===== config.mk =====
export PLATFORM = sky130hd
export DESIGN_NAME = fcfs_regs
export DESIGN_NICKNAME = d
export VERILOG_FILES = /design/src/fcfs_pkg.sv /design/src/fcfs_regs.sv
export SDC_FILE = /design/constraint.sdc
export NUM_CORES = 1
export LEC_CHECK = 0
export BUFFER_PORTS_ARGS = -buffer_cell sky130_fd_sc_hd__buf_2
export CAP_MARGIN = 30
export CORE_UTILIZATION = 38
export DETAILED_ROUTE_END_ITERATION = 12
export GPL_ROUTABILITY_DRIVEN = 1
export GPL_TIMING_DRIVEN = 1
export SLEW_MARGIN = 20
export SYNTH_ARGS = -nofsm -noshare
export SYNTH_HDL_FRONTEND = slang
export SYNTH_SLANG_ARGS = --single-unit

===== constraint.sdc =====
create_clock -name clk -period 2.1 [get_ports clk]
set_clock_uncertainty 0.15 [all_clocks]
set_input_delay 0.105 -clock clk [delete_from_list [all_inputs] [get_ports clk]]
set_output_delay 0.105 -clock clk [all_outputs]
set_load 0.05 [all_outputs]

===== src/fcfs_pkg.sv =====
// Package with constants and carrier types for the flash config and flag status block.
package fcfs_pkg;
  // Command opcodes.
  localparam logic [7:0] OP_READ_FLAG   = 8'h70;
  localparam logic [7:0] OP_CLEAR_FLAG  = 8'h50;
  localparam logic [7:0] OP_WRITE_EVCFG = 8'h61;
  localparam logic [7:0] OP_READ_EVCFG  = 8'h65;
  localparam logic [7:0] OP_WRITE_EN    = 8'h06;
  localparam logic [7:0] OP_WRITE_DIS   = 8'h04;
  // Enhanced volatile configuration field positions and reset value.
  localparam int          EV_QUAD_BIT  = 7;
  localparam int          EV_DUAL_BIT  = 6;
  localparam int          EV_RSV_BIT   = 5;
  localparam int          EV_HOLD_BIT  = 4;
  localparam int          EV_ACCEL_BIT = 3;
  localparam logic [7:0]  EV_RESET     = 8'hdf;
  localparam logic [2:0]  DRV_RSV_A    = 3'h0;
  localparam logic [2:0]  DRV_RSV_B    = 3'h4;
  localparam logic [2:0]  DRV_DEFAULT  = 3'h7;
  // Flag status bit positions.
  localparam int FS_READY   = 7;
  localparam int FS_ERS_SUS = 6;
  localparam int FS_ERS_ERR = 5;
  localparam int FS_PGM_ERR = 4;
  localparam int FS_VPP_ERR = 3;
  localparam int FS_PGM_SUS = 2;
  localparam int FS_PROT    = 1;
  // Protocol encoding driven to the link logic.
  localparam logic [1:0] PROTO_EXT  = 2'h0;
  localparam logic [1:0] PROTO_DUAL = 2'h1;
  localparam logic [1:0] PROTO_QUAD = 2'h2;
  // Serial bus pins carried together.
  typedef struct packed {
    logic sclk;
    logic cs_n;
    logic mosi;
  } fcfs_pins_t;
  // Events reported by the program and erase engine.
  typedef struct packed {
    logic busy;
    logic ers_sus;
    logic pgm_sus;
    logic ers_fail;
    logic pgm_fail;
    logic pgm_zero_to_one;
    logic vpp_bad;
    logic prot_err;
  } fcfs_evt_t;
endpackage : fcfs_pkg


===== src/fcfs_regs.sv =====
// Enhanced volatile configuration and flag status registers behind the serial bus.
`timescale 1ns/1ps
`default_nettype none
module fcfs_regs (
  // Clock and reset.
  input  wire logic                clk,
  input  wire logic                nrst,
  // Serial bus pins.
  input  wire fcfs_pkg::fcfs_pins_t pins,
  output logic                     miso_o,
  output logic                     miso_oe,
  // Program and erase engine.
  input  wire fcfs_pkg::fcfs_evt_t evt,
  input  wire logic                op_start,
  output logic                     op_reject,
  // Configuration outputs.
  output logic [1:0]               proto_o,
  output logic                     hold_en_o,
  output logic                     accel_en_o,
  output logic [2:0]               drv_o
);
  // Two-flop synchronisers for the pins.
  logic [2:0] s1_r;
  logic [2:0] s2_r;
  logic       sclk_d_r;
  always_ff @(posedge clk or negedge nrst) begin
    if (!nrst) begin
      s1_r     <= 3'h2;
      s2_r     <= 3'h2;
      sclk_d_r <= 1'b0;
    end else begin
      s1_r     <= {pins.sclk, pins.cs_n, pins.mosi};
      s2_r     <= s1_r;
      sclk_d_r <= s2_r[2];
    end
  end
  logic sclk_s;
  logic cs_n_s;
  logic mosi_s;
  logic rise;
  logic fall;
  assign sclk_s = s2_r[2];
  assign cs_n_s = s2_r[1];
  assign mosi_s = s2_r[0];
  assign rise   = sclk_s & ~sclk_d_r & ~cs_n_s;
  assign fall   = ~sclk_s & sclk_d_r & ~cs_n_s;

  // Decide whether a stored value is a legal driver code.
  function automatic logic drv_ok(input logic [2:0] c);
    drv_ok = (c != fcfs_pkg::DRV_RSV_A) && (c != fcfs_pkg::DRV_RSV_B);
  endfunction : drv_ok

  // Shift register, bit counter and frame phase.
  typedef enum logic [2:0] {
    ST_CMD  = 3'b001,
    ST_DATA = 3'b010,
    ST_READ = 3'b100
  } fcfs_state_t;
  fcfs_state_t st_r;
  logic [7:0]  sh_r;
  logic [2:0]  cnt_r;
  logic [7:0]  op_r;
  logic [7:0]  sh_nxt;
  logic        byte_done;
  assign sh_nxt    = {sh_r[6:0], mosi_s};
  assign byte_done = rise && (cnt_r == 3'h7);

  always_ff @(posedge clk or negedge nrst) begin
    if (!nrst) begin
      sh_r  <= 8'h00;
      cnt_r <= 3'h0;
    end else if (cs_n_s) begin
      cnt_r <= 3'h0;
    end else if (rise) begin
      sh_r  <= sh_nxt;
      cnt_r <= cnt_r + 3'h1;
    end
  end

  // Frame phase: an opcode byte, then data in or data out.
  always_ff @(posedge clk or negedge nrst) begin
    if (!nrst) begin
      st_r <= ST_CMD;
      op_r <= 8'h00;
    end else if (cs_n_s) begin
      st_r <= ST_CMD;
    end else begin
      case (st_r)
        ST_CMD: begin
          if (byte_done) begin
            op_r <= sh_nxt;
            if (sh_nxt == fcfs_pkg::OP_READ_FLAG || sh_nxt == fcfs_pkg::OP_READ_EVCFG) begin
              st_r <= ST_READ;
            end else begin
              st_r <= ST_DATA;
            end
          end
        end
        ST_DATA: begin
          // A data byte after a no-data opcode voids that opcode at frame end.
          if (byte_done) begin
            op_r <= 8'h00;
          end
        end
        ST_READ: st_r <= ST_READ;
        default: st_r <= ST_CMD;
      endcase
    end
  end

  // Frame-end command execution for opcodes without data.
  logic cs_n_d_r;
  logic frame_end;
  always_ff @(posedge clk or negedge nrst) begin
    if (!nrst) begin
      cs_n_d_r <= 1'b1;
    end else begin
      cs_n_d_r <= cs_n_s;
    end
  end
  assign frame_end = cs_n_s & ~cs_n_d_r;

  // Write enable latch; a config write without it is dropped.
  logic wel_r;
  logic ev_wr;
  assign ev_wr = byte_done && (st_r == ST_DATA) && (op_r == fcfs_pkg::OP_WRITE_EVCFG)
                 && wel_r;
  always_ff @(posedge clk or negedge nrst) begin
    if (!nrst) begin
      wel_r <= 1'b0;
    end else if (ev_wr) begin
      wel_r <= 1'b0;
    end else if (frame_end && st_r == ST_DATA && cnt_r == 3'h0) begin
      if (op_r == fcfs_pkg::OP_WRITE_EN) begin
        wel_r <= 1'b1;
      end else if (op_r == fcfs_pkg::OP_WRITE_DIS) begin
        wel_r <= 1'b0;
      end
    end
  end

  // Enhanced volatile configuration register; bit 5 reads as fixed zero.
  logic [7:0] ev_r;
  always_ff @(posedge clk or negedge nrst) begin
    if (!nrst) begin
      ev_r <= fcfs_pkg::EV_RESET;
    end else if (ev_wr) begin
      ev_r <= sh_nxt & ~(8'h01 << fcfs_pkg::EV_RSV_BIT);
    end
  end

  // Configuration outputs follow the register one clock cycle after it is written.
  always_ff @(posedge clk or negedge nrst) begin
    if (!nrst) begin
      proto_o    <= fcfs_pkg::PROTO_EXT;
      hold_en_o  <= 1'b1;
      accel_en_o <= 1'b0;
      drv_o      <= fcfs_pkg::DRV_DEFAULT;
    end else begin
      if (!ev_r[fcfs_pkg::EV_QUAD_BIT]) begin
        proto_o <= fcfs_pkg::PROTO_QUAD;
      end else if (!ev_r[fcfs_pkg::EV_DUAL_BIT]) begin
        proto_o <= fcfs_pkg::PROTO_DUAL;
      end else begin
        proto_o <= fcfs_pkg::PROTO_EXT;
      end
      hold_en_o  <= ev_r[fcfs_pkg::EV_HOLD_BIT];
      accel_en_o <= ~ev_r[fcfs_pkg::EV_ACCEL_BIT];
      if (drv_ok(ev_r[2:0])) begin
        drv_o <= ev_r[2:0];
      end else begin
        drv_o <= fcfs_pkg::DRV_DEFAULT;
      end
    end
  end

  // Sticky error flags; an event in the clearing cycle wins.
  logic clr_cmd;
  logic err_any;
  logic rej_evt;
  logic [3:0] err_r;
  assign clr_cmd = frame_end && st_r == ST_DATA && cnt_r == 3'h0
                   && op_r == fcfs_pkg::OP_CLEAR_FLAG;
  assign err_any = |err_r;
  assign rej_evt = op_start && err_any;
  always_ff @(posedge clk or negedge nrst) begin
    if (!nrst) begin
      err_r <= 4'h0;
    end else begin
      err_r[3] <= (err_r[3] & ~clr_cmd) | evt.ers_fail;
      err_r[2] <= (err_r[2] & ~clr_cmd) | evt.pgm_fail | evt.pgm_zero_to_one
                  | rej_evt;
      err_r[1] <= (err_r[1] & ~clr_cmd) | evt.vpp_bad;
      err_r[0] <= (err_r[0] & ~clr_cmd) | evt.prot_err;
    end
  end

  // Rejection pulse back to the engine.
  always_ff @(posedge clk or negedge nrst) begin
    if (!nrst) begin
      op_reject <= 1'b0;
    end else begin
      op_reject <= rej_evt;
    end
  end

  // Live flag status image; status bits follow the engine with no clear.
  logic [7:0] fs;
  assign fs = {~evt.busy, evt.ers_sus, err_r[3], err_r[2], err_r[1],
               evt.pgm_sus, err_r[0], 1'b0};

  // Read shifter: reloads the byte at each byte boundary, MSB first.
  logic [7:0] rd_r;
  always_ff @(posedge clk or negedge nrst) begin
    if (!nrst) begin
      rd_r    <= 8'h00;
      miso_o  <= 1'b0;
      miso_oe <= 1'b0;
    end else if (cs_n_s) begin
      miso_oe <= 1'b0;
    end else if (byte_done && (st_r == ST_CMD || st_r == ST_READ)) begin
      if (st_r == ST_READ ? op_r == fcfs_pkg::OP_READ_FLAG
                          : sh_nxt == fcfs_pkg::OP_READ_FLAG) begin
        rd_r <= fs;
      end else begin
        rd_r <= ev_r;
      end
      miso_oe <= (st_r == ST_READ) || (sh_nxt == fcfs_pkg::OP_READ_FLAG)
                 || (sh_nxt == fcfs_pkg::OP_READ_EVCFG);
    end else if (fall && st_r == ST_READ) begin
      miso_o <= rd_r[~cnt_r];
    end
  end
endmodule : fcfs_regs
`default_nettype wire


### After elaboration in Yosys (flattened, before gate mapping)

Index checks and enable logic that the tools add are counted.

| operators by class | value |
|---|---|
| mux-type cells | 22 |
| $add $sub $neg | 1 |
| equal/unequal tests | 16 |
| reduce and logical (&&, ||, !) cells | 29 |
| $lt $le $gt $ge | 1 |
| bitwise logic cells | 24 |

Operators by type and width:

| kind | count |
|---|---|
| == test 8 x 7 -> 1 bit, second input constant | 5 |
| 2-to-1 mux 8 bit | 3 |
| 2-to-1 mux 3 bit | 6 |
| == test 8 x 3 -> 1 bit, second input constant | 2 |
| case mux 8 bit (2 select lines) | 1 |
| logical AND 1 bit | 11 |
| bitwise AND 1 bit | 9 |
| 2-to-1 mux 1 bit | 9 |
| case mux 3 bit (3 select lines) | 1 |
| inverter 1 bit | 8 |
| AND reduction 2 bit | 4 |
| nonzero test 2 bit | 4 |
| == test 3 bit, second input constant | 2 |
| != test 2 bit, second input constant | 3 |
| != test 3 bit, second input constant | 2 |
| bitwise OR 1 bit | 6 |
| nonzero test 3 bit | 2 |
| logical OR 1 bit | 4 |
| less-than comparator 3 x 4 -> 1 bit, second input constant | 1 |
| AND reduction 4 bit | 1 |
| OR reduction 4 bit | 1 |
| adder 3 x 1 -> 3 bit, second input constant | 1 |
| binary-select mux 1 bit (select 3 bit) | 1 |
| == test 3 x 1 -> 1 bit, second input constant | 1 |
| other kinds (5) | 5 |

| word-level totals | value |
|---|---|
| input bits | 14 |
| logic and storage cells | 112 |
| flip-flop bits (word level) | 59 |
| output and inout bits | 10 |

### Logic depth before layout (Yosys ltp)

| logic depth | value |
|---|---|
| depth after elaboration | 10 |
| mapped depth | 7 |

### Worst setup path before layout

No wires, ideal clock.

| timing path | value |
|---|---|
| kind | reg2reg |
| start point | reg cnt_r[0] |
| end point | reg rd_r[7] |
| setup time | 69 ps |
| setup slack | 231 ps |
| clock period less this slack | 1869 ps |
| required time | 1881 ps |
| path buffers | 1 |
| cell stages (with the launch flop) | 7 |
| data arrival time | 1650 ps |
| cell sequence | dfrtp_1 ha_1 ha_1 and4b_1 buf_4 or4b_1 nand3_1 |

| between the ends | value |
|---|---|
| word-level cells in the longest chain between the ends | 4 |

RTL lines:

| what | line | RTL |
|---|---|---|
| start, declared | fcfs_regs.sv:61 | `logic [2:0] cnt_r;` |
| start signal, assigned | fcfs_regs.sv:76 | `cnt_r <= cnt_r + 3'h1;` |
| == test 3 bit | fcfs_regs.sv:66 | `assign byte_done = rise && (cnt_r == 3'h7);` |
| logical AND 1 bit | fcfs_regs.sv:66 |  |
| logical AND 1 bit | fcfs_regs.sv:221 | `end else if (byte_done && (st_r == ST_CMD \|\| st_r == ST_READ)) begin` |
| AND reduction 2 bit (no line) | -- |  |
| end signal, assigned | fcfs_regs.sv:224 | `rd_r <= fs;` |
| end signal, assigned | fcfs_regs.sv:226 | `rd_r <= ev_r;` |
| end, declared | fcfs_regs.sv:213 | `logic [7:0] rd_r;` |

Every way passes these cells.
A chain may end at the register's enable or synchronous reset.

### Worst setup path in the final report

| timing path | value |
|---|---|
| start point | reg cnt_r[1] |
| end point | reg ev_r[4] |

| between the ends | value |
|---|---|
| word-level cells in the longest chain between the ends | 5 |

RTL lines:

| what | line | RTL |
|---|---|---|
| == test 3 bit | fcfs_regs.sv:66 |  |
| logical AND 1 bit | fcfs_regs.sv:66 |  |
| logical AND 1 bit (2 in a row) | fcfs_regs.sv:126 | `assign ev_wr = byte_done && (st_r == ST_DATA) && (op_r == fcfs_pkg::OP_WRITE_EVCFG)` |
| logical AND 1 bit | fcfs_regs.sv:127 | `&& wel_r;` |
| end signal, assigned | fcfs_regs.sv:146 | `ev_r <= fcfs_pkg::EV_RESET;` |
| end signal, assigned | fcfs_regs.sv:148 | `ev_r <= sh_nxt & ~(8'h01 << fcfs_pkg::EV_RSV_BIT);` |
| end, declared | fcfs_regs.sv:143 | `logic [7:0] ev_r;` |

Every way passes these cells.

==> insert_results.sql <==
INSERT INTO impl_metrics (metric_group, metric, value, unit) VALUES
('setup_path', 'setup.worst_path.start', 'cnt_r[1]', ''),
('synth', 'yosys_register_bits', '59', ''),
('pwr', 'p_leak', '1.39', 'nW'),
('job', 'drv_cap', '0', ''),
('status', 'status', 'complete, no violations', ''),
('setup_path', 'worst-endpoint-required', '2220', 'ps'),
('pwr', 'internal_power', '2.01', 'mW'),
('global_route', 'global_route.overflow_total', '0', ''),
('global_route', 'grt_max_degree', '31', ''),
('finish', 'fraction_of_final_layout_cells_sized_beyond_drive_strength_1', '31.8', '%'),
('setup_path', 'r2r_setup_slk', '130', 'ps'),
('clock_network', 'h-tree-depth', '3', ''),
('setup_path', 'crit_fanout', '8', ''),
('pwr', 'ir_worst_vdd', '0.000604', 'V'),
('timing', 'hold_viol', '0', ''),
('route', 'final_antenna_net_count', '0', ''),
('place', 'worst_setup_timing_slack_at_the_placement_stage', '149', 'ps'),
('route', 'drt-pass1-iter-count', '4', ''),
('synth', 'netlist_instances', '211', ''),
('global_route', 'antenna_violations_before_repair', '0', ''),
('setup_path', 'r2r_cells', '5', ''),
('clock_network', 'postCtsSetupBuffers', '0', ''),
('setup_path', 'regToRegStartpoint', 'cnt_r[1]', ''),
('floorplanning', 'die_w', '85.0', 'um'),
('clock_network', 'worst_setup_hold_path_clk_slew', '70', 'ps'),
('clock_network', 'worstSkewPairLatency', '350', 'ps'),
('pwr', 'power.share.sequential', '48.7', '%'),
('global_route', 'grt_first_pass_wirelength', '9800', 'um'),
('setup_path', 'path_class', 'flop to flop', ''),
('finish', 'n_fill_cell', '571', ''),
('setup_path', 'regToRegEndpoint', 'ev_r[4]', ''),
('floorplanning', 'chipHeight', '85.0', 'um'),
('synth', 'netlist.area_leader.share', '42.0', '%'),
('route', 'dr.first_iter.drc_count', '110', ''),
('timing', 'setup_viol_count_final', '0', ''),
('setup_path', 'worst_setup_path_start_kind', 'flop', ''),
('finish', 'design.final.nets', '279', ''),
('floorplanning', 'design.die.area', '0.00723', 'mm^2'),
('timing', 'min_period', '1970', 'ps'),
('pwr', 'swShare', '23.9', '%'),
('timing', 'fin_ws', '130', 'ps'),
('pwr', 'pwr_density_cell', '813', 'mW/mm^2'),
('place', 'routabilityCongestion', '0.876', ''),
('global_route', 'grt_pass1_vias', '1902', ''),
('global_route', 'grt_usage', '18.2', '%'),
('timing', 'setup_total_negative_slack', '0', 'ps'),
('timing', 'worst_hold_slack', '47.7', 'ps'),
('floorplanning', 'starting_density_of_the_core', '40.3', '%'),
('route', 'post_drt_via_cell_ratio', '5.49', ''),
('timing', 'tightest_slew', '639', 'ps'),
('route', 'drt_drc_violations_left', '0', ''),
('pwr', 'power.switching', '0.631', 'mW'),
('synth', 'largest_cells_by_area_after_synthesis', 'sky130_fd_sc_hd__dfrtp_1 (42%), sky130_fd_sc_hd__dfstp_2 (15%), sky130_fd_sc_hd__mux2_2 (4.3%)', ''),
('floorplanning', 'coreArea', '0.00649', 'mm^2'),
('route', 'num_vias', '1887', ''),
('floorplanning', 'core.rowCount', '29', ''),
('clock_network', 'cts_root_buf', 'sky130_fd_sc_hd__clkbuf_8', ''),
('clock_network', 'total_number_of_clock_tree_sinks', '59', ''),
('place', 'numPortBuffers', '23', ''),
('synth', 'synth.yosys.seq_area_share', '57.1', '%'),
('synth', 'area_of_the_mapped_netlist', '0.00262', 'mm^2'),
('synth', 'synth-main-ff-cell', 'sky130_fd_sc_hd__dfrtp_1', ''),
('setup_path', 'crit_path_end_kind', 'flop', ''),
('timing', 'max_freq', '0.508', 'GHz'),
('floorplanning', 'io-pin-count', '24', ''),
('clock_network', 'cts_buffer_depth', '2', ''),
('setup_path', 'arrival', '2090', 'ps'),
('clock_network', 'clock_tree_from_tritoncts', 'yes', ''),
('synth', 'syn-num-nets', '228', ''),
('place', 'place.detailed.hpwl', '4060', 'um'),
('setup_path', 'cp_capture_point', 'ev_r[4]', '');
-- synthesized netlist by cell type, types with 2 or more instances --
| library cell | number |
|---|---|
| sky130_fd_sc_hd__a21o_1 | 3 |
| sky130_fd_sc_hd__a22o_1 | 2 |
| sky130_fd_sc_hd__a22oi_1 | 6 |
| sky130_fd_sc_hd__a31oi_1 | 6 |
| sky130_fd_sc_hd__and3_1 | 2 |
| sky130_fd_sc_hd__and4_1 | 2 |
| sky130_fd_sc_hd__and4b_1 | 3 |
| sky130_fd_sc_hd__buf_2 | 3 |
| sky130_fd_sc_hd__buf_4 | 3 |
| sky130_fd_sc_hd__clkbuf_1 | 3 |
| sky130_fd_sc_hd__dfrtp_1 | 44 |
| sky130_fd_sc_hd__dfstp_2 | 15 |
| sky130_fd_sc_hd__ha_1 | 3 |
| sky130_fd_sc_hd__inv_1 | 7 |
| sky130_fd_sc_hd__mux2_1 | 4 |
| sky130_fd_sc_hd__mux2_2 | 10 |
| sky130_fd_sc_hd__mux2i_1 | 3 |
| sky130_fd_sc_hd__mux4_2 | 2 |
| sky130_fd_sc_hd__nand2_1 | 3 |
| sky130_fd_sc_hd__nand2b_1 | 4 |
| sky130_fd_sc_hd__nand3_1 | 9 |
| sky130_fd_sc_hd__nand4_1 | 5 |
| sky130_fd_sc_hd__nand4b_1 | 2 |
| sky130_fd_sc_hd__nor2_1 | 13 |
| sky130_fd_sc_hd__nor2b_1 | 4 |
| sky130_fd_sc_hd__nor3_1 | 3 |
| sky130_fd_sc_hd__nor3b_1 | 5 |
| sky130_fd_sc_hd__nor3b_4 | 2 |
| sky130_fd_sc_hd__nor4b_1 | 2 |
| sky130_fd_sc_hd__o211ai_1 | 2 |
| sky130_fd_sc_hd__o21ai_0 | 11 |
| sky130_fd_sc_hd__o21ai_1 | 2 |
| sky130_fd_sc_hd__o21bai_1 | 2 |
| sky130_fd_sc_hd__o2bb2ai_1 | 6 |
| sky130_fd_sc_hd__xnor2_1 | 2 |
-- cell usage in the layout, fill, tap and decap left out, types with 4 or more instances in the layout --
cell / count
sky130_fd_sc_hd__dfrtp_1: 44
sky130_fd_sc_hd__nand2b_1: 4
sky130_fd_sc_hd__inv_1: 7
sky130_fd_sc_hd__nor3b_1: 5
sky130_fd_sc_hd__a31oi_1: 6
sky130_fd_sc_hd__clkbuf_8: 9
sky130_fd_sc_hd__a22oi_1: 6
sky130_fd_sc_hd__o2bb2ai_1: 6
sky130_fd_sc_hd__nor2b_1: 4
sky130_fd_sc_hd__mux2_2: 10
sky130_fd_sc_hd__o21ai_0: 11
sky130_fd_sc_hd__nor2_1: 13
sky130_fd_sc_hd__nand4_1: 5
sky130_fd_sc_hd__mux2_1: 4
sky130_fd_sc_hd__dlygate4sd3_1: 13
sky130_fd_sc_hd__nand3_1: 9
sky130_fd_sc_hd__buf_4: 14
sky130_fd_sc_hd__dfstp_2: 15
sky130_fd_sc_hd__buf_2: 23
-- per-stage QoR --
step | std cells | total power, mW | area (um^2) | util, %
floorplan | 211 | 1.38 | 2620 | -
global placement | 315 | 1.53 | 2890 | 44.5
detailed placement | 315 | 1.53 | 2890 | 44.5
CTS | 344 | 2.66 | 3230 | 49.8
global route | 344 | 2.76 | 3250 | 50.0
finish | 344 | 2.64 | 3250 | 50.0
-- power by group through the flow --
| stage | Combinational [mW] | Sequential [mW] | Clock [mW] |
|---|---|---|---|
| finish | 0.245 | 1.29 | 1.11 |
| global route | 0.267 | 1.30 | 1.19 |
| CTS | 0.244 | 1.28 | 1.14 |
| detailed placement | 0.224 | 1.30 | 0 |
| global placement | 0.225 | 1.30 | 0 |
| floorplan | 0.0992 | 1.28 | 0 |
-- cell type report --
type | count | area (um^2) | area share (%)
Sequential cell | 59 | 1500 | 46.1
Multi-Input combinational cell | 133 | 1040 | 32.2
Timing Repair Buffer | 51 | 370 | 11.4
Clock buffer | 11 | 131 | 4.05
Tap cell | 77 | 96.3 | 2.97
Clock inverter | 5 | 78.8 | 2.43
Inverter | 8 | 30.0 | 0.925
-- worst min path at each step --
stage,depth (start not counted),endpoint,startpoint,slack (ps)
after CTS,2,s1_r[0],nrst,40
after global routing,2,s2_r[0],nrst,90
after global placement,1,s1_r[0],nrst,-120
after detailed placement,1,s1_r[0],nrst,-110
after floorplan,0,accel_en_o,nrst,-340
final,2,s1_r[0],nrst,50
-- layer usage --
layer | vias up | wire (um) | part of all wire, % | GRT usage (%)
met5 | - | 0 | 0 | 0
met4 | 0 | 91 | 1.6 | 7.40
met3 | 11 | 227 | 3.9 | 5.35
met2 | 42 | 2750 | 47 | 27.6
met1 | 942 | 2730 | 47 | 24.5
li1 | 892 | - | - | -
-- what timing repair did --
item                                    4_1_cts  5_1_grt
hold buffers                                 13        0
hold endpoints to repair                     59        0
resized for setup                             0        2
endpoints found under the setup margin        0        6
-- flip-flops by register name (all words and copies together) (netlist names) --
signal / count
miso_oe: 1
proto_o: 2
op_reject: 1
wel_r: 1
s1_r: 3
err_r: 4
miso_o: 1
sh_r: 7
drv_o: 3
cs_n_d_r: 1
cnt_r: 3
st_r: 3
sclk_d_r: 1
hold_en_o: 1
accel_en_o: 1
ev_r: 7
rd_r: 8
s2_r: 3
op_r: 8
-- logic make-up (layout without fill, tap and decap cells) --
| group | after synthesis | in the layout | share of synthesized area [%] |
|---|---|---|---|
| buf+inv | 19 | 75 | 3.58 |
| flops | 59 | 59 | 57.1 |
| fa+ha+maj | 3 | 3 | 1.43 |
| simple gates | 63 | 63 | 16.0 |
| compound gates | 45 | 45 | 12.1 |
| xor+xnor | 3 | 3 | 1.00 |
| mux | 19 | 19 | 8.88 |
-- worst max-delay path: stages, from the launching register on --
cell                      delay, ps
sky130_fd_sc_hd__dfrtp_1        400
sky130_fd_sc_hd__ha_1           170
sky130_fd_sc_hd__ha_1           280
sky130_fd_sc_hd__and3_1         250
sky130_fd_sc_hd__nand4_2        250
sky130_fd_sc_hd__mux2_1         390
Power figures use the tool's default switching activity.
